<file path="src/cpr_defines.svh">
// constants for the configuration port relocation register bank
`ifndef CPR_DEFINES_SVH
`define CPR_DEFINES_SVH
`define CPR_IDX_LDN 8'h07
`define CPR_IDX_ADDR_LO 8'h26
`define CPR_IDX_ADDR_HI 8'h27
`define CPR_IDX_RSVD_A 8'h28
`define CPR_IDX_RSVD_B 8'h29
`define CPR_IDX_TEST_A 8'h2A
`define CPR_IDX_TEST_B 8'h2B
`define CPR_IDX_TEST_KBC 8'h2C
`define CPR_IDX_TEST_C 8'h2D
`define CPR_IDX_TEST_D 8'h2E
`define CPR_IDX_TEST_E 8'h2F
`define CPR_IDX_LDEV_BASE 8'h30
`define CPR_DEF_ADDR_STRAP0 16'h002E
`define CPR_DEF_ADDR_STRAP1 16'h004E
`define CPR_RST_TEST 8'h00
`define CPR_RST_LDN 8'h00
`define CPR_KBC_RST_BIT 6
`define CPR_NUM_LDEV 9
`endif

</file>
<file path="src/cpr_pkg.sv">
// types shared by the configuration port relocation register bank
package cpr_pkg;
  typedef logic [7:0] cpr_byte_t;
  typedef logic [15:0] cpr_addr_t;
endpackage : cpr_pkg

</file>
<file path="src/cpr_regs.sv">
// chip-level configuration port relocation and test registers
// Operation
// - high config address byte is read/write
// - low byte stores bits 7:1, bit0 zero
// - reserved indices ignore writes, read zero
// - test bit 6 holds keyboard controller reset
// - high byte write moves base immediately
// - bus reset, main POR or a written base of 0x0000 restore address
// - strap selects default address 0x2E or 0x4E
// - logical unit number selects register bank
// - index port write, then data port access
// - unit banks reachable only in config state
`include "cpr_defines.svh"
module cpr_regs #(
  parameter int NUM_LDEV = `CPR_NUM_LDEV
) (
  input wire logic clk_sys_i,
  input wire logic rst_n_i,
  input wire logic clk_en_i,
  input wire logic vcc_por_n_i,
  input wire logic stby_por_n_i,
  input wire logic strap_i,
  input wire logic cfg_state_i,
  input wire logic idx_wr_i,
  input wire logic data_wr_i,
  input wire logic data_rd_i,
  input wire cpr_pkg::cpr_byte_t wdata_i,
  output cpr_pkg::cpr_byte_t rdata_o,
  output logic rvalid_o,
  output cpr_pkg::cpr_addr_t cfg_base_o,
  output logic kbc_reset_o,
  output cpr_pkg::cpr_byte_t ldev_sel_o,
  output cpr_pkg::cpr_byte_t ldev_idx_o,
  output logic ldev_wr_o,
  output logic ldev_rd_o,
  output cpr_pkg::cpr_byte_t ldev_wdata_o
);
  import cpr_pkg::*;

  ////////////////////////////////////////////////////////////////////////
  // strap input synchroniser; first stage feeds only the second
  logic strap_s1_ff, strap_s2_ff;
  always_ff @(posedge clk_sys_i) begin
    strap_s1_ff <= strap_i;
    strap_s2_ff <= strap_s1_ff;
  end

  ////////////////////////////////////////////////////////////////////////
  // address reset: host bus reset or main-supply power-on only
  logic addr_rst;
  assign addr_rst = !rst_n_i || !vcc_por_n_i;
  // test registers reset on either power-on, not on bus reset
  logic test_rst;
  assign test_rst = !vcc_por_n_i || !stby_por_n_i;

  cpr_byte_t index_ff, nxt_index;
  cpr_byte_t ldn_ff, nxt_ldn;
  cpr_byte_t addr_lo_ff, nxt_addr_lo;
  cpr_byte_t addr_hi_ff, nxt_addr_hi;
  cpr_addr_t base_ff, nxt_base;
  cpr_byte_t test_ff [6];
  cpr_byte_t nxt_test [6];
  cpr_byte_t rdata_ff, nxt_rdata;
  logic rvalid_ff, nxt_rvalid;
  logic ld_wr_ff, nxt_ld_wr, ld_rd_ff, nxt_ld_rd;
  cpr_byte_t ld_wdata_ff, nxt_ld_wdata;
  cpr_addr_t def_addr;
  logic in_ldev, ld_ok, wr_hit, rd_hit, hi_wr_take;

  // default base follows the synchronised strap
  assign def_addr = strap_s2_ff ? `CPR_DEF_ADDR_STRAP1
                                : `CPR_DEF_ADDR_STRAP0;
  assign in_ldev = (index_ff >= `CPR_IDX_LDEV_BASE);
  // unit banks only in config state and for a real unit number
  assign ld_ok = in_ldev && cfg_state_i &&
                 (ldn_ff < 8'(NUM_LDEV));
  assign wr_hit = data_wr_i && cfg_state_i;
  assign rd_hit = data_rd_i && cfg_state_i;
  // outside address reset and the strap reload, a taken high-byte write is the only event allowed to move the base
  assign hi_wr_take = clk_en_i && wr_hit && index_ff == `CPR_IDX_ADDR_HI;

  ////////////////////////////////////////////////////////////////////////
  // next-state for index, address, test and unit-forwarding state
  always_comb begin
    nxt_index = index_ff;
    nxt_ldn = ldn_ff;
    nxt_addr_lo = addr_lo_ff;
    nxt_addr_hi = addr_hi_ff;
    nxt_base = base_ff;
    for (int ti = 0; ti < 6; ti++) begin
      nxt_test[ti] = test_ff[ti];
    end
    nxt_rdata = rdata_ff;
    nxt_rvalid = 1'b0;
    nxt_ld_wr = 1'b0;
    nxt_ld_rd = 1'b0;
    nxt_ld_wdata = ld_wdata_ff;
    if (idx_wr_i) begin
      nxt_index = wdata_i;
    end
    if (wr_hit) begin
      unique case (index_ff)
        `CPR_IDX_LDN: nxt_ldn = wdata_i;
        `CPR_IDX_ADDR_LO: nxt_addr_lo = {wdata_i[7:1], 1'b0};
        `CPR_IDX_ADDR_HI: begin
          nxt_addr_hi = wdata_i;
          // high byte write commits the new base at once
          nxt_base = {wdata_i, addr_lo_ff};
        end
        `CPR_IDX_TEST_A: nxt_test[0] = wdata_i;
        `CPR_IDX_TEST_B: nxt_test[1] = wdata_i;
        `CPR_IDX_TEST_KBC: nxt_test[2] = wdata_i;
        `CPR_IDX_TEST_C: nxt_test[3] = wdata_i;
        `CPR_IDX_TEST_D: nxt_test[4] = wdata_i;
        `CPR_IDX_TEST_E: nxt_test[5] = wdata_i;
        default: begin
          // reserved chip indices fall here and are dropped
          if (ld_ok) begin
            nxt_ld_wr = 1'b1;
            nxt_ld_wdata = wdata_i;
          end
        end
      endcase
    end
    if (rd_hit) begin
      nxt_rvalid = 1'b1;
      unique case (index_ff)
        `CPR_IDX_LDN: nxt_rdata = ldn_ff;
        `CPR_IDX_ADDR_LO: nxt_rdata = addr_lo_ff;
        `CPR_IDX_ADDR_HI: nxt_rdata = addr_hi_ff;
        `CPR_IDX_RSVD_A, `CPR_IDX_RSVD_B: nxt_rdata = 8'h00;
        `CPR_IDX_TEST_A: nxt_rdata = test_ff[0];
        `CPR_IDX_TEST_B: nxt_rdata = test_ff[1];
        `CPR_IDX_TEST_KBC: nxt_rdata = test_ff[2];
        `CPR_IDX_TEST_C: nxt_rdata = test_ff[3];
        `CPR_IDX_TEST_D: nxt_rdata = test_ff[4];
        `CPR_IDX_TEST_E: nxt_rdata = test_ff[5];
        default: begin
          nxt_rdata = 8'h00;
          nxt_ld_rd = ld_ok;
        end
      endcase
    end
  end

  ////////////////////////////////////////////////////////////////////////
  // address registers: survive standby power-on, cleared by bus reset or main power-on
  always_ff @(posedge clk_sys_i) begin
    if (addr_rst) begin
      addr_lo_ff <= 8'h00;
      addr_hi_ff <= 8'h00;
      base_ff <= 16'h0000;
    end else if (base_ff == 16'h0000) begin
      // first cycle after release loads the strap default, whatever the clock enable
      addr_lo_ff <= def_addr[7:0];
      addr_hi_ff <= def_addr[15:8];
      base_ff <= def_addr;
    end else if (clk_en_i) begin
      addr_lo_ff <= nxt_addr_lo;
      addr_hi_ff <= nxt_addr_hi;
      base_ff <= nxt_base;
    end
  end

  // test registers reset by either power-on only
  always_ff @(posedge clk_sys_i) begin
    for (int i = 0; i < 6; i++) begin
      if (test_rst) begin
        test_ff[i] <= `CPR_RST_TEST;
      end else if (clk_en_i) begin
        test_ff[i] <= nxt_test[i];
      end
    end
  end

  // index, unit number and access outputs
  always_ff @(posedge clk_sys_i) begin
    if (!rst_n_i) begin
      index_ff <= 8'h00;
      ldn_ff <= `CPR_RST_LDN;
      rdata_ff <= 8'h00;
      rvalid_ff <= 1'b0;
      ld_wr_ff <= 1'b0;
      ld_rd_ff <= 1'b0;
      ld_wdata_ff <= 8'h00;
    end else if (clk_en_i) begin
      index_ff <= nxt_index;
      ldn_ff <= nxt_ldn;
      rdata_ff <= nxt_rdata;
      rvalid_ff <= nxt_rvalid;
      ld_wr_ff <= nxt_ld_wr;
      ld_rd_ff <= nxt_ld_rd;
      ld_wdata_ff <= nxt_ld_wdata;
    end
  end

  assign rdata_o = rdata_ff;
  assign rvalid_o = rvalid_ff;
  assign cfg_base_o = base_ff;
  assign kbc_reset_o = test_ff[2][`CPR_KBC_RST_BIT];
  assign ldev_sel_o = ldn_ff;
  assign ldev_idx_o = index_ff;
  assign ldev_wr_o = ld_wr_ff;
  assign ldev_rd_o = ld_rd_ff;
  assign ldev_wdata_o = ld_wdata_ff;
endmodule : cpr_regs

</file>
<file path="config.mk">
export PLATFORM = sky130hd
export DESIGN_NAME = cpr_regs
export DESIGN_NICKNAME = d
export VERILOG_FILES = /design/src/cpr_pkg.sv /design/src/cpr_regs.sv
export VERILOG_INCLUDE_DIRS = /design/src
export SDC_FILE = /design/constraint.sdc
export NUM_CORES = 1
export LEC_CHECK = 0
export BUFFER_PORTS_ARGS = -buffer_cell sky130_fd_sc_hd__buf_4
export CAP_MARGIN = 25
export CORE_ASPECT_RATIO = 1.75
export CORE_MARGIN = 1
export CORE_UTILIZATION = 61
export CTS_CLUSTER_SIZE = 10
export DETAILED_ROUTE_END_ITERATION = 12
export GPL_ROUTABILITY_DRIVEN = 0
export GPL_TIMING_DRIVEN = 1
export PLACE_DENSITY = 0.88
export SLEW_MARGIN = 20
export SYNTH_ARGS = -nofsm -noshare
export SYNTH_HDL_FRONTEND = slang
export SYNTH_SLANG_ARGS = --single-unit
</file>
<file path="constraint.sdc">
create_clock -name clk_sys_i -period 6.6 [get_ports clk_sys_i]
set_input_delay 1.32 -clock clk_sys_i [delete_from_list [all_inputs] [get_ports clk_sys_i]]
set_output_delay 1.32 -clock clk_sys_i [all_outputs]
set_load 0.01 [all_outputs]
</file>
==> out/qor.yml <==
timing:
  hold_viol: 0
  tightest_slew_ns: 0.9608
  period_share_pct: 44.98
  setup_viol: 0
  slew_headroom_pct: 35.83
  period_minus_slack_ns: 2.969
  rsz0062_at_grt: "no"
  finClkSkew_ns: 0.005739
  clock.fmax_mhz: 336.8
  setup_tns_ns: 0
  drv_slew: 0
route:
  first_pass_iters: 5
  wirelength_um: 12250
  drt-initial-drc-count: 323
  vias: 3620
  wl_per_cell_um: 22.03
  drc_errors: 0
  drtAntennaViolNets: 0
  viasPerCell: 6.511
clock_tree:
  clk_latency_ns: 0.36
  cts_buffers: 9
  clk_pin_slew_ns: 0.07
  tritoncts: "done"
  root_buffer: "clkbuf_16"
  cts_hold_buf: 0
  cts.sinks: 107
  cts_resized: 0
  htreeDepth: 3
  clockBufferDepth: 2
  cts_setup_buffers: 0
synth:
  ys_warn_count: 0
  synth_cell_types: 47
  syn_area_per_cell_um2: 11.29
  synth_top_cells_by_area: "edfxtp_1 31%, dfxtp_1 26%, mux2i_1 10%"
  synth_top_cell_area_share_pct: 31.21
  synth_most_common_cell: "dfxtp_1"
  ys_seq_area_share_pct: 56.79
  syn-num-nets: 427
  async_flop_share_pct: 0
  synth_seq_cells: 107
  yosys.area.top_type: "edfxtp_1"
  synth_edf_count: 48
  netlist_area_mm2: 0.004618
  ys_top_cells_by_count: "59 x dfxtp_1, 48 x edfxtp_1, 47 x nand2_1"
  synthCells: 409
  synth_ff_type: "dfxtp_1"
finish:
  fin_nets: 483
  area_growth_pct: 17.12
  n_antenna_cell: 0
  final_cell_count_no_fill: 556
  final_layout_size_suffix_gt1_share_pct: 20.85
  design_area_mm2: 0.005409
global_routing:
  grtUsageMet1_pct: 36.98
  track_usage_pct: 33.97
  first_global_vias: 3555
  met2_usage_pct: 55.78
  met3_usage_pct: 9.205
  antenna_found_initial: 0
  grt_max_degree: 28
  grt_first_pass_wirelength_um: 18790
  grt-ovfl-total: 0
  busiest_layer: "met2"
min_path:
  holdPathStages: 0
  min_from: "strap_s1_ff$_DFF_P_"
  hp-class: "flop to flop"
  min_to: "strap_s2_ff$_DFF_P_"
placed_design:
  hpwl_um: 8722
  placed_area_mm2: 0.005120
  portBuffers: 68
  dp.cells: 540
worst_setup_path:
  ff2ff_path_depth: 4
  reg2reg_slack_ns: 3.63
  worstPathRequired_ns: 6.59
  timing.rr.end: "test_ff[3][0]$_SDFFCE_PP0P_"
  endpoint_kind: "flop"
  critPathLaunchType: "flop"
  cp_max_fo: 16
  critical_path_class: "flop to flop"
  reg2reg_from: "ldev_idx_o[5]$_SDFFE_PN0P_"
  crit_arrival_ns: 2.95
run:
  cap_violations: 0
die:
  die_h_um: 117.1
  core_mm2: 0.007284
  io_pins: 70
  row_count: 41
  die_w_um: 67.78
  die_area_mm2: 0.007937
  start_util_pct: 63.40
run_status:
  status: "finished clean"
power:
  fin_total_pwr_mw: 1.376
  powerDensity_mw_per_mm2: 254.3
  ir_drop_uv: 205.5
  leakage_nw: 2.125
[state kept, by name (all words and copies together), names as in the netlist, 7 cells and up]
| name | cells |
|---|---|
| addr_lo_ff | 7 |
| cfg_base_o | 8 |
| ldev_wdata_o | 8 |
| rdata_o | 8 |
| ldev_sel_o | 8 |
| addr_hi_ff | 7 |
| ldev_idx_o | 8 |
| test_ff | 48 |
[kinds of logic after synthesis]
kind of cell / after synthesis / synth area share (%)
AO/OA/AOI/OAI: 76 / 12.30
AND/OR/NAND/NOR: 131 / 14.58
flip-flops: 107 / 56.79
multiplexers: 55 / 12.16
other: 1 / 0.08120
buffers and inverters: 39 / 4.091
[worst max-delay path by stage]
stage,startpoint,endpoint,slack (ns),cells after the start
3_5_place_dp,clk_en_i,test_ff[3][4]$_SDFFCE_PP0P_,3.37,4
5_1_grt,ldev_idx_o[5]$_SDFFE_PN0P_,test_ff[3][5]$_SDFFCE_PP0P_,3.52,4
3_3_place_gp,clk_en_i,test_ff[3][4]$_SDFFCE_PP0P_,3.53,4
4_1_cts,ldev_idx_o[5]$_SDFFE_PN0P_,test_ff[3][7]$_SDFFCE_PP0P_,3.40,4
2_1_floorplan,cfg_state_i,test_ff[2][0]$_SDFFCE_PP0P_,3.65,2
6_report,ldev_idx_o[5]$_SDFFE_PN0P_,test_ff[3][0]$_SDFFCE_PP0P_,3.63,4
[area by class of cell]
cell class	instances	area, um^2
Fill cell	505	1876
Inverter	14	52.55
Timing Repair Buffer	70	525.5
Clock buffer	9	225.2
Tap cell	86	107.6
Sequential cell	107	2623
Clock inverter	7	58.81
Multi-Input combinational cell	263	1817
[critical path, stage by stage, from the launching register on]
cell	delay, ns
dfxtp_1	0.73
nand4bb_1	0.29
nor2_1	0.69
nand2_1	0.20
o21ai_1	0.69
[report_power, final]
| group | internal (mW) | switching [mW] |
|---|---|---|
| Sequential | 0.724 | 0.0208 |
| Clock | 0.289 | 0.236 |
| Combinational | 0.0408 | 0.0656 |
| Total | 1.05 | 0.322 |
[metal layers]
metal / routed length, um / vias up
li1: - / 1628
met1: 4192 / 1731
met2: 6437 / 205
met3: 849 / 56
met4: 769 / 0
met5: 0 / -
[through the flow]
step	hold slack (ns)	setup slack, ns	util, %
floorplan	0.3096	3.647	-
global placement	0.3146	3.530	70.29
detailed placement	0.3258	3.373	70.29
CTS	0.3409	3.402	74.18
global route	0.3622	3.518	74.25
finish	0.3391	3.631	74.25
[layout by cell type, fill, tap and decap left out, types with 3 or more instances in the layout]
master     Yosys  routed
o32ai_1        8       8
a222oi_1       7       7
nor2b_1        6       6
nand4bb_1      3       3
edfxtp_1      48      48
clkbuf_16      0       9
a21oi_1       20      20
a22o_1        11      11
a22oi_1        5       5
nand4_1        3       3
nor4_1         6       6
nor2_1        23      23
nand3_1       12      12
o211ai_1       3       3
buf_4          1      70
nand2_1       47      47
dfxtp_1       59      59
mux2i_1       46      46
o21ai_1        0       3
a32oi_1        8       8
inv_1         13      13
clkinv_1       1       4
nor3_1         4       4
nand2b_1       4       4
and2_1        11      11
mux2_2         9       9
Power figures use the tool's default switching activity.
